### config.mk
export PLATFORM = sky130hd
export DESIGN_NAME = p8mux_top
export DESIGN_NICKNAME = d
export VERILOG_FILES = /design/src/shared/p8mux_pkg.sv /design/src/logic/p8mux_top.sv /design/src/logic/p8mux_sync.sv /design/src/logic/p8mux_ahb_regs.sv
export VERILOG_INCLUDE_DIRS = /design/src /design/src/shared
export SDC_FILE = /design/constraint.sdc
export NUM_CORES = 1
export LEC_CHECK = 0
export ABC_CLOCK_PERIOD_IN_PS = 1900
export BUFFER_PORTS_ARGS = -buffer_cell sky130_fd_sc_hd__buf_2
export CAP_MARGIN = 20
export CORE_MARGIN = 3
export CORE_UTILIZATION = 40
export CTS_CLUSTER_DIAMETER = 200
export CTS_CLUSTER_SIZE = 12
export DETAILED_ROUTE_END_ITERATION = 12
export HOLD_SLACK_MARGIN = 0.05
export PLACE_DENSITY = 0.76
export SLEW_MARGIN = 15
export SYNTH_ARGS = -nofsm -noshare
export SYNTH_HDL_FRONTEND = slang
export SYNTH_SLANG_ARGS = --single-unit
### constraint.sdc
create_clock -name core_clk -period 1.9 [get_ports core_clk]
set_input_delay 0.285 -clock core_clk [delete_from_list [all_inputs] [get_ports core_clk]]
set_output_delay 0.285 -clock core_clk [all_outputs]
set_load 0.02 [all_outputs]
### src/shared/p8mux_defines.svh
// Offsets, field positions, reset values and decode codes of the port mux.
// Assumes inclusion by bare name from the top and register design files.
`ifndef P8MUX_DEFINES_SVH
`define P8MUX_DEFINES_SVH

`define P8MUX_OFF_DIRECTION   8'h00
`define P8MUX_OFF_LATCH       8'h04
`define P8MUX_OFF_READBACK    8'h08
`define P8MUX_OFF_ROUTE       8'h0c
`define P8MUX_ADDR_W          8

`define P8MUX_RST_DIRECTION   8'h00
`define P8MUX_RST_LATCH       8'h00
`define P8MUX_RST_ROUTE       2'h0

`define P8MUX_ROUTE_A_BIT     0
`define P8MUX_ROUTE_B_BIT     1
`define P8MUX_ROUTE_W         2

`define P8MUX_MODE_NORMAL     4'h0
`define P8MUX_MODE_PWM1       4'h2
`define P8MUX_MODE_PWM2       4'h3
`define P8MUX_CCLR_A_NOPWM2   3'h1
`define P8MUX_CCLR_B_NOPWM2   3'h2

`endif

### src/shared/p8mux_pkg.sv
// Types shared by the port mux design files.
// Includes no header and uses none of the defines.
`default_nettype none
package p8mux_pkg;
   typedef enum logic [1:0] {
      P8MUX_FN_GPIO,
      P8MUX_FN_SERIAL,
      P8MUX_FN_TWOWIRE
   } p8mux_low_fn_t;
endpackage : p8mux_pkg
`default_nettype wire

### src/logic/p8mux_top.sv
// Port 8 pin function mux with readback, behind an AHB-Lite slave.
// Assumes peripherals on core_clk; pins are asynchronous and resolved
// outside from pin_out and pin_oe.
// Function
// - Readback gives latch where direction is 1, pin level where 0.
// - Readback register is read-only; writes change nothing.
// - Pins 7 and 6 carry timer signals only with route bit set.
// - Pin 7 drives timer B on compare or PWM mode 2 output.
// - Pin 7 is timer B capture input on normal mode, io 10xx.
// - Both trigger source bits set feed pin 7 to A/D trigger.
// - Pin 6 drives timer A on compare, PWM mode 1 or 2.
// - Pin 6 is timer A capture input on normal mode, io 10xx.
// - Timer A PWM mode 1 on pin 6 suppresses timer B output.
// - Pin 5 outputs PWM wave 1 when enable B is set.
// - Pin 4 outputs PWM wave 0 when enable A is set.
// - Pins 3,1: two-wire data, else serial receive, else GPIO.
// - Pins 2,0: two-wire clock, else serial transmit, else GPIO.
// - GPIO and serial transmit on pins 0 to 3 are push-pull.
// - Two-wire data and clock only pull low, else release.
// - In GPIO function, direction 1 is output, 0 is input.
// - GPIO outputs drive the output latch value.
//
// Added by the designer: the placing of the registers and the AHB-Lite slave port.
`default_nettype none
`include "p8mux_defines.svh"
module p8mux_top (
   input  wire logic        core_clk,
   input  wire logic        rst_n,
   // AHB-Lite slave
   input  wire logic        hsel,
   input  wire logic [31:0] haddr,
   input  wire logic [1:0]  htrans,
   input  wire logic        hwrite,
   input  wire logic [2:0]  hsize,
   input  wire logic [31:0] hwdata,
   input  wire logic        hready,
   output logic             hreadyout,
   output logic             hresp,
   output logic [31:0]      hrdata,
   // Pins
   input  wire logic [7:0]  pin_in,
   output var  logic [7:0]  pin_out,
   output var  logic [7:0]  pin_oe,
   // Timer channel 0
   input  wire logic [3:0]  timer_mode_field,
   input  wire logic [3:0]  timer_a_io_ctrl,
   input  wire logic [3:0]  timer_b_io_ctrl,
   input  wire logic [2:0]  counter_clear_sel,
   input  wire logic        timer_a_signal_out,
   input  wire logic        timer_b_signal_out,
   output var  logic        timer_a_signal_in,
   output var  logic        timer_b_signal_in,
   output var  logic        timer_a_capture_en,
   output var  logic        timer_b_capture_en,
   // A/D converter
   input  wire logic        adc_trig_src_hi,
   input  wire logic        adc_trig_src_lo,
   output var  logic        adc_ext_trigger,
   output var  logic        adc_ext_trigger_en,
   // PWM converter
   input  wire logic        pwm_out_enable_a,
   input  wire logic        pwm_out_enable_b,
   input  wire logic        pwm_wave_out0,
   input  wire logic        pwm_wave_out1,
   // Serial channels
   input  wire logic        serial3_rx_enable,
   input  wire logic        serial3_tx_enable,
   input  wire logic        serial3_tx_pin,
   output var  logic        serial3_rx_pin,
   input  wire logic        serial4_rx_enable,
   input  wire logic        serial4_tx_enable,
   input  wire logic        serial4_tx_pin,
   output var  logic        serial4_rx_pin,
   // Two-wire buses; drive inputs are wanted levels, 0 pulls low
   input  wire logic        twowire0_enable,
   input  wire logic        twowire0_data_drv,
   input  wire logic        twowire0_clk_drv,
   output var  logic        twowire0_data_pin,
   output var  logic        twowire0_clk_pin,
   input  wire logic        twowire1_enable,
   input  wire logic        twowire1_data_drv,
   input  wire logic        twowire1_clk_drv,
   output var  logic        twowire1_data_pin,
   output var  logic        twowire1_clk_pin
);
   logic [7:0] pin_s;
   logic [7:0] direction_bits;
   logic [7:0] output_latch;
   logic [1:0] timer_pin_route_ctrl;
   logic [7:0] pin_level_readback;
   logic [7:0] pin_out_nxt;
   logic [7:0] pin_oe_nxt;

   function automatic logic io_is_compare(input logic [3:0] io);
      io_is_compare = !io[3] && (io[1:0] != 2'b00);
   endfunction : io_is_compare

   function automatic logic io_is_active(input logic [3:0] io);
      io_is_active = io[1:0] != 2'b00;
   endfunction : io_is_active

   function automatic logic io_is_capture(input logic [3:0] io);
      io_is_capture = io[3:2] == 2'b10;
   endfunction : io_is_capture

   function automatic p8mux_pkg::p8mux_low_fn_t low_fn(
      input logic tw_en,
      input logic ser_en
   );
      if (tw_en) begin
         low_fn = p8mux_pkg::P8MUX_FN_TWOWIRE;
      end else if (ser_en) begin
         low_fn = p8mux_pkg::P8MUX_FN_SERIAL;
      end else begin
         low_fn = p8mux_pkg::P8MUX_FN_GPIO;
      end
   endfunction : low_fn

   p8mux_sync #(
      .W (8)
   ) u_sync (
      .core_clk (core_clk),
      .rst_n    (rst_n),
      .async_in (pin_in),
      .sync_out (pin_s)
   );

   p8mux_ahb_regs u_regs (
      .core_clk             (core_clk),
      .rst_n                (rst_n),
      .hsel                 (hsel),
      .haddr                (haddr),
      .htrans               (htrans),
      .hwrite               (hwrite),
      .hsize                (hsize),
      .hwdata               (hwdata),
      .hready               (hready),
      .hreadyout            (hreadyout),
      .hresp                (hresp),
      .hrdata               (hrdata),
      .readback             (pin_level_readback),
      .direction_bits       (direction_bits),
      .output_latch         (output_latch),
      .timer_pin_route_ctrl (timer_pin_route_ctrl)
   );

   // Readback mixes latch and sampled level per direction bit
   assign pin_level_readback = (direction_bits & output_latch) |
                               (~direction_bits & pin_s);

   // Timer channel 0 decode
   wire route_a = timer_pin_route_ctrl[`P8MUX_ROUTE_A_BIT];
   wire route_b = timer_pin_route_ctrl[`P8MUX_ROUTE_B_BIT];
   wire mode_nrm = timer_mode_field == `P8MUX_MODE_NORMAL;
   wire mode_pw1 = timer_mode_field == `P8MUX_MODE_PWM1;
   wire mode_pw2 = timer_mode_field == `P8MUX_MODE_PWM2;
   wire a_cmp = mode_nrm && io_is_compare(timer_a_io_ctrl);
   wire a_pwm1 = mode_pw1 && io_is_active(timer_a_io_ctrl);
   wire a_pwm2 = mode_pw2 && io_is_active(timer_a_io_ctrl) &&
                 (counter_clear_sel != `P8MUX_CCLR_A_NOPWM2);
   wire a_drive = route_a && (a_cmp || a_pwm1 || a_pwm2);
   wire a_pwm1_on_pin = route_a && a_pwm1;
   wire b_cmp = mode_nrm && io_is_compare(timer_b_io_ctrl);
   wire b_pwm2 = mode_pw2 && io_is_active(timer_b_io_ctrl) &&
                 (counter_clear_sel != `P8MUX_CCLR_B_NOPWM2);
   wire b_drive = route_b && (b_cmp || b_pwm2) &&
                  !a_pwm1_on_pin;
   wire a_cap = route_a && mode_nrm &&
                io_is_capture(timer_a_io_ctrl);
   wire b_cap = route_b && mode_nrm &&
                io_is_capture(timer_b_io_ctrl);
   wire trig_sel = adc_trig_src_hi && adc_trig_src_lo;

   // Low pin functions
   p8mux_pkg::p8mux_low_fn_t fn_ch4;
   p8mux_pkg::p8mux_low_fn_t fn_ct4;
   p8mux_pkg::p8mux_low_fn_t fn_ch3;
   p8mux_pkg::p8mux_low_fn_t fn_ct3;
   assign fn_ch4 = low_fn(twowire1_enable, serial4_rx_enable);
   assign fn_ct4 = low_fn(twowire1_enable, serial4_tx_enable);
   assign fn_ch3 = low_fn(twowire0_enable, serial3_rx_enable);
   assign fn_ct3 = low_fn(twowire0_enable, serial3_tx_enable);

   wire gpio_out7 = b_drive ? timer_b_signal_out : output_latch[7];
   wire gpio_out6 = a_drive ? timer_a_signal_out : output_latch[6];

   always_comb begin
      // GPIO default: latch drives, direction enables
      pin_out_nxt = output_latch;
      pin_oe_nxt  = direction_bits;
      pin_out_nxt[7] = gpio_out7;
      pin_oe_nxt[7]  = b_drive || direction_bits[7];
      pin_out_nxt[6] = gpio_out6;
      pin_oe_nxt[6]  = a_drive || direction_bits[6];
      if (pwm_out_enable_b) begin
         pin_out_nxt[5] = pwm_wave_out1;
         pin_oe_nxt[5]  = 1'b1;
      end
      if (pwm_out_enable_a) begin
         pin_out_nxt[4] = pwm_wave_out0;
         pin_oe_nxt[4]  = 1'b1;
      end
      // Two-wire is open drain: never drive high, enable only to pull low
      if (fn_ch4 == p8mux_pkg::P8MUX_FN_TWOWIRE) begin
         pin_out_nxt[3] = 1'b0;
         pin_oe_nxt[3]  = !twowire1_data_drv;
      end else if (fn_ch4 == p8mux_pkg::P8MUX_FN_SERIAL) begin
         pin_oe_nxt[3]  = 1'b0;
      end
      if (fn_ct4 == p8mux_pkg::P8MUX_FN_TWOWIRE) begin
         pin_out_nxt[2] = 1'b0;
         pin_oe_nxt[2]  = !twowire1_clk_drv;
      end else if (fn_ct4 == p8mux_pkg::P8MUX_FN_SERIAL) begin
         pin_out_nxt[2] = serial4_tx_pin;
         pin_oe_nxt[2]  = 1'b1;
      end
      if (fn_ch3 == p8mux_pkg::P8MUX_FN_TWOWIRE) begin
         pin_out_nxt[1] = 1'b0;
         pin_oe_nxt[1]  = !twowire0_data_drv;
      end else if (fn_ch3 == p8mux_pkg::P8MUX_FN_SERIAL) begin
         pin_oe_nxt[1]  = 1'b0;
      end
      if (fn_ct3 == p8mux_pkg::P8MUX_FN_TWOWIRE) begin
         pin_out_nxt[0] = 1'b0;
         pin_oe_nxt[0]  = !twowire0_clk_drv;
      end else if (fn_ct3 == p8mux_pkg::P8MUX_FN_SERIAL) begin
         pin_out_nxt[0] = serial3_tx_pin;
         pin_oe_nxt[0]  = 1'b1;
      end
   end

   // Pin drive registered: decode change shows one edge later
   always_ff @(posedge core_clk) begin
      if (!rst_n) begin
         pin_out <= 8'h00;
         pin_oe  <= 8'h00;
      end else begin
         pin_out <= pin_out_nxt;
         pin_oe  <= pin_oe_nxt;
      end
   end

   // Peripheral inputs see sampled levels regardless of function; capture and trigger enables are decoded
   always_ff @(posedge core_clk) begin
      if (!rst_n) begin
         timer_a_signal_in  <= 1'b0;
         timer_b_signal_in  <= 1'b0;
         timer_a_capture_en <= 1'b0;
         timer_b_capture_en <= 1'b0;
         adc_ext_trigger    <= 1'b0;
         adc_ext_trigger_en <= 1'b0;
         serial3_rx_pin     <= 1'b0;
         serial4_rx_pin     <= 1'b0;
         twowire0_data_pin  <= 1'b0;
         twowire0_clk_pin   <= 1'b0;
         twowire1_data_pin  <= 1'b0;
         twowire1_clk_pin   <= 1'b0;
      end else begin
         timer_a_signal_in  <= pin_s[6];
         timer_b_signal_in  <= pin_s[7];
         timer_a_capture_en <= a_cap;
         timer_b_capture_en <= b_cap;
         adc_ext_trigger    <= pin_s[7];
         adc_ext_trigger_en <= trig_sel;
         serial3_rx_pin     <= pin_s[1];
         serial4_rx_pin     <= pin_s[3];
         twowire0_data_pin  <= pin_s[1];
         twowire0_clk_pin   <= pin_s[0];
         twowire1_data_pin  <= pin_s[3];
         twowire1_clk_pin   <= pin_s[2];
      end
   end
endmodule : p8mux_top
`default_nettype wire

### src/logic/p8mux_sync.sv
// Two-flop synchroniser for asynchronous pin levels.
// Assumes a single clock and synchronous active-low reset.
`default_nettype none
module p8mux_sync #(
   parameter int W = 8
) (
   input  wire logic         core_clk,
   input  wire logic         rst_n,
   input  wire logic [W-1:0] async_in,
   output var  logic [W-1:0] sync_out
);
   logic [W-1:0] meta_r;

   always_ff @(posedge core_clk) begin
      if (!rst_n) begin
         meta_r   <= '0;
         sync_out <= '0;
      end else begin
         meta_r   <= async_in;
         sync_out <= meta_r;
      end
   end
endmodule : p8mux_sync
`default_nettype wire

### src/logic/p8mux_ahb_regs.sv
// AHB-Lite slave holding direction, latch and route registers.
// Assumes single word transfers; readback value is supplied by the parent.
`default_nettype none
`include "p8mux_defines.svh"
module p8mux_ahb_regs (
   input  wire logic        core_clk,
   input  wire logic        rst_n,
   input  wire logic        hsel,
   input  wire logic [31:0] haddr,
   input  wire logic [1:0]  htrans,
   input  wire logic        hwrite,
   input  wire logic [2:0]  hsize,
   input  wire logic [31:0] hwdata,
   input  wire logic        hready,
   output logic             hreadyout,
   output logic             hresp,
   output logic [31:0]      hrdata,
   input  wire logic [7:0]  readback,
   output var  logic [7:0]  direction_bits,
   output var  logic [7:0]  output_latch,
   output var  logic [1:0]  timer_pin_route_ctrl
);
   logic       wr_pend_r;
   logic [7:0] addr_r;
   logic       accept;
   logic       is_dir;
   logic       is_lat;
   logic       is_rte;
   logic       is_rbk;

   assign accept    = hsel && htrans[1] && hready;
   assign hreadyout = 1'b1;
   assign hresp     = 1'b0;
   assign is_dir    = addr_r == `P8MUX_OFF_DIRECTION;
   assign is_lat    = addr_r == `P8MUX_OFF_LATCH;
   assign is_rte    = addr_r == `P8MUX_OFF_ROUTE;
   assign is_rbk    = addr_r == `P8MUX_OFF_READBACK;

   // Read mux on the data-phase address; unmapped reads return zero
   assign hrdata = is_dir ? {24'h000000, direction_bits} :
                   is_lat ? {24'h000000, output_latch} :
                   is_rbk ? {24'h000000, readback} :
                   is_rte ? {30'h0, timer_pin_route_ctrl} :
                   32'h00000000;

   always_ff @(posedge core_clk) begin
      if (!rst_n) begin
         wr_pend_r <= 1'b0;
         addr_r    <= 8'h00;
      end else if (hready) begin
         wr_pend_r <= accept && hwrite;
         addr_r    <= accept ? {haddr[7:2], 2'b00} : 8'h00;
      end
   end

   // Readback offset has no storage, so writes to it fall through
   always_ff @(posedge core_clk) begin
      if (!rst_n) begin
         direction_bits       <= `P8MUX_RST_DIRECTION;
         output_latch         <= `P8MUX_RST_LATCH;
         timer_pin_route_ctrl <= `P8MUX_RST_ROUTE;
      end else if (wr_pend_r) begin
         if (is_dir) begin
            direction_bits <= hwdata[7:0];
         end else if (is_lat) begin
            output_latch <= hwdata[7:0];
         end else if (is_rte) begin
            timer_pin_route_ctrl <= hwdata[1:0];
         end
      end
   end
endmodule : p8mux_ahb_regs
`default_nettype wire

==> results.ini <==
[min_path]
whs_endpoint = timer_b_capture_en$_SDFF_PN0_
holdPathStages = 2
hp-start = timer_b_io_ctrl[2]
hold_class = in2reg

[floorplan]
die_h_um = 89.2
coreArea_um2 = 6530
io_pins = 179
rows = 29
initial_core_util = 0.424
die-area_um2 = 7950
die_w_um = 89.2

[timing]
fin_crit_ns = 2.26
hold_viol = 0
finalCritPeriodShare = 1.19
fin_ws_ns = -0.355
timing.fmax_mhz = 443
setup_tns_ns = -2.65
slew_violations = 0
rsz0062_at_grt = true
setup_viol = 8
finClkSkew_ns = 0.00707

[power_and_ir_drop]
p_leak_nw = 1.77
power.density_nw_per_um2 = 849
irDropWorstVdd_uv = 662
intPower_mw = 2.33
p_comb_frac = 0.104
power_mw = 3.04
switching_share = 0.233
power.share.sequential = 0.473
switchingPower_mw = 0.706
clock_power_share = 0.423

[clock_tree]
cts_max_level = 3
insertion_delay_ns = 0.34
clk_pin_slew_ns = 0.07
cts.sinks = 66
cts_tree = built
clk_path_buf_depth = 2
root_buffer = clkbuf_8
cts_buffers = 9

[status]
status = finished with violations
violations = negative setup slack

[final_layout]
antennaDiodeCount = 0
drive_above_1_share = 0.339
synthToLayoutAreaGrowth_pct = 29.2
final_nets = 498

[placed_design]
globalplace.congestion = 0.784
hpwl_um = 4420
io_buffers = 98

[yosys]
synth_seq_area_share = 0.478
syn_inst = 278
async_flop_share = 0
syn_area_um2 = 2770
netlist-cell-type-count = 36
avgSynthCellArea_um2 = 9.95
synth_warnings = 0
yosys.area.top_type = dfxtp_1
ys.flop_type = dfxtp_1
synth_top_area_frac = 0.478
synth-seq-cells = 66
synthTopCellsByArea = dfxtp_1 48%, mux2i_1 9.4%, buf_4 7.9%, and2_1 5.2%, nand2_1 4.6%
synth-edff-count = 0

[route]
totalWireLength_um = 6000
drtIter0Drc = 38
drt_first_pass_iters = 4
num_vias = 2201
ant_nets = 0
post_drt_wl_per_cell_um = 12.9
route.detailed.drc = 0
viasPerCell = 4.75

[worst_setup_path]
crit_required_ns = 1.62
start_kind = register
timing.rr.start = u_regs.addr_r[3]$_SDFFE_PN0P_
r2r_setup_slack_ns = 0.09
crit_type = reg2out
worstReg2RegEnd = u_regs.output_latch[4]$_SDFFE_PN0P_
crit_fanout = 5
end_kind = primary output
reg2reg_depth = 6
cp.arrival_ns = 1.97

[global_route]
grtUsageMet3 = 0.0682
grt_pass1_vias = 2120
grt_usage = 0.161
gr-max-usage-layer = met2
antenna_found_initial = 0
grt_first_pass_wirelength_um = 9600
grt_use_met1 = 0.171
grt_overflow = 0
grt_max_degree = 74
use_met2 = 0.278

[job]
drv_cap = 0

## layout make-up
| type | instances | area (µm²) |
|---|---|---|
| clock buffer | 11 | 141 |
| clock inverter | 5 | 77.6 |
| timing repair buffer | 108 | 648 |
| sequential | 66 | 1320 |
| tap | 77 | 96.3 |
| inverter | 2 | 7.51 |
| multi-input combinational | 194 | 1280 |
| fill | 593 | 2960 |
## synthesized netlist by cell type, types with 2 or more instances
cell type / n
mux2i_1: 26
nor3_1: 3
a21o_1: 5
conb_1: 2
o21a_1: 5
nand3_1: 9
and2_1: 23
inv_1: 2
a21boi_0: 8
nand2_4: 2
nand2b_1: 7
nor2_1: 3
o311a_1: 2
buf_4: 29
nand2_1: 34
nor2b_1: 4
o2111ai_1: 2
a221o_1: 7
and3b_1: 2
dfxtp_1: 66
a21oi_1: 2
nor3b_1: 10
clkbuf_1: 11
o2bb2ai_1: 2
## kinds of logic (layout without fill, tap and decap cells)
kind of cell | count (synthesis) | count (layout) | synth area share
mux | 26 | 26 | 0.0941
buf+inv | 42 | 126 | 0.0963
other cells | 2 | 26 | 0.00271
compound gates | 37 | 37 | 0.109
simple gates | 105 | 105 | 0.221
flops | 66 | 66 | 0.478
## metal layers
metal  vias up  routed length, µm
met5         -                  0
li1       1106                  -
met4         0                111
met3        12                491
met1      1003               2400
met2        80               2990
## metrics by stage
stage | hold WS [ns] | util | setup slack (ns) | cell area (µm²) | cells
2_1_floorplan | 0.361 | - | 0.0535 | 2860 | 302
3_5_place_dp | 0.417 | 0.501 | 0.00487 | 3270 | 445
3_3_place_gp | 0.416 | 0.501 | 0.0123 | 3270 | 445
5_1_grt | 0.0913 | 0.547 | -0.455 | 3570 | 463
4_1_cts | 0.0793 | 0.543 | -0.378 | 3540 | 462
6_report | 0.100 | 0.547 | -0.355 | 3570 | 463
## placed cells by master, fill, tap and decap left out, drive strengths merged, types with 2 or more instances in the layout
cell,instances
and3,2
o311a,2
bufinv,2
a221o,7
nor3b,11
nor2,3
conb,26
o2111ai,2
nor3,4
nor2b,4
a21o,5
and2,23
clkbuf,11
nand3,9
and3b,2
nand2,36
o2bb2ai,2
o21a,5
dfxtp,66
clkinv,2
a21oi,2
mux2i,26
a21boi,8
buf,108
nand2b,7
inv,2
## power groups by stage
stage	registers, mW	logic [mW]	clock network, mW
floorplan	1.48	0.204	0
finish	1.44	0.317	1.28
global route	1.44	0.350	1.39
CTS	1.43	0.316	1.33
global placement	1.47	0.302	0
detailed placement	1.47	0.308	0
## state kept, by name (all words and copies together) (netlist names), 2 cells and up
signal / count
u_sync.sync_out: 8
u_sync.meta_r: 8
u_regs.output_latch: 8
pin_oe: 8
u_regs.addr_r: 6
u_regs.timer_pin_route_ctrl: 2
u_regs.direction_bits: 8
pin_out: 8
## critical path, cell delays in order (launching register included)
cell and delay, ns:
dfxtp_1 0.31, or4_4 0.57, nor3b_4 0.29, buf_6 0.16, a221o_1 0.17, buf_6 0.12
## how the worst max path moves through the flow
stage | start | to | slack (ns)
after floorplan | u_regs.addr_r[3]$_SDFFE_PN0P_ | hrdata[0] | 0.05
after global placement | u_regs.addr_r[3]$_SDFFE_PN0P_ | hrdata[2] | 0.01
after detailed placement | u_regs.addr_r[3]$_SDFFE_PN0P_ | hrdata[2] | 0.005
after CTS | u_regs.addr_r[3]$_SDFFE_PN0P_ | hrdata[1] | -0.38
after global routing | u_regs.addr_r[3]$_SDFFE_PN0P_ | hrdata[4] | -0.46
final | u_regs.addr_r[3]$_SDFFE_PN0P_ | hrdata[4] | -0.36
## repair_timing
item / in CTS / in global routing
pin swaps: 2 / 4
setup endpoints to repair: 8 / 8
setup buffers: 1 / 1
hold buffers: 0 / 0
gates resized for setup: 14 / 6
Power figures use the tool's default switching activity.
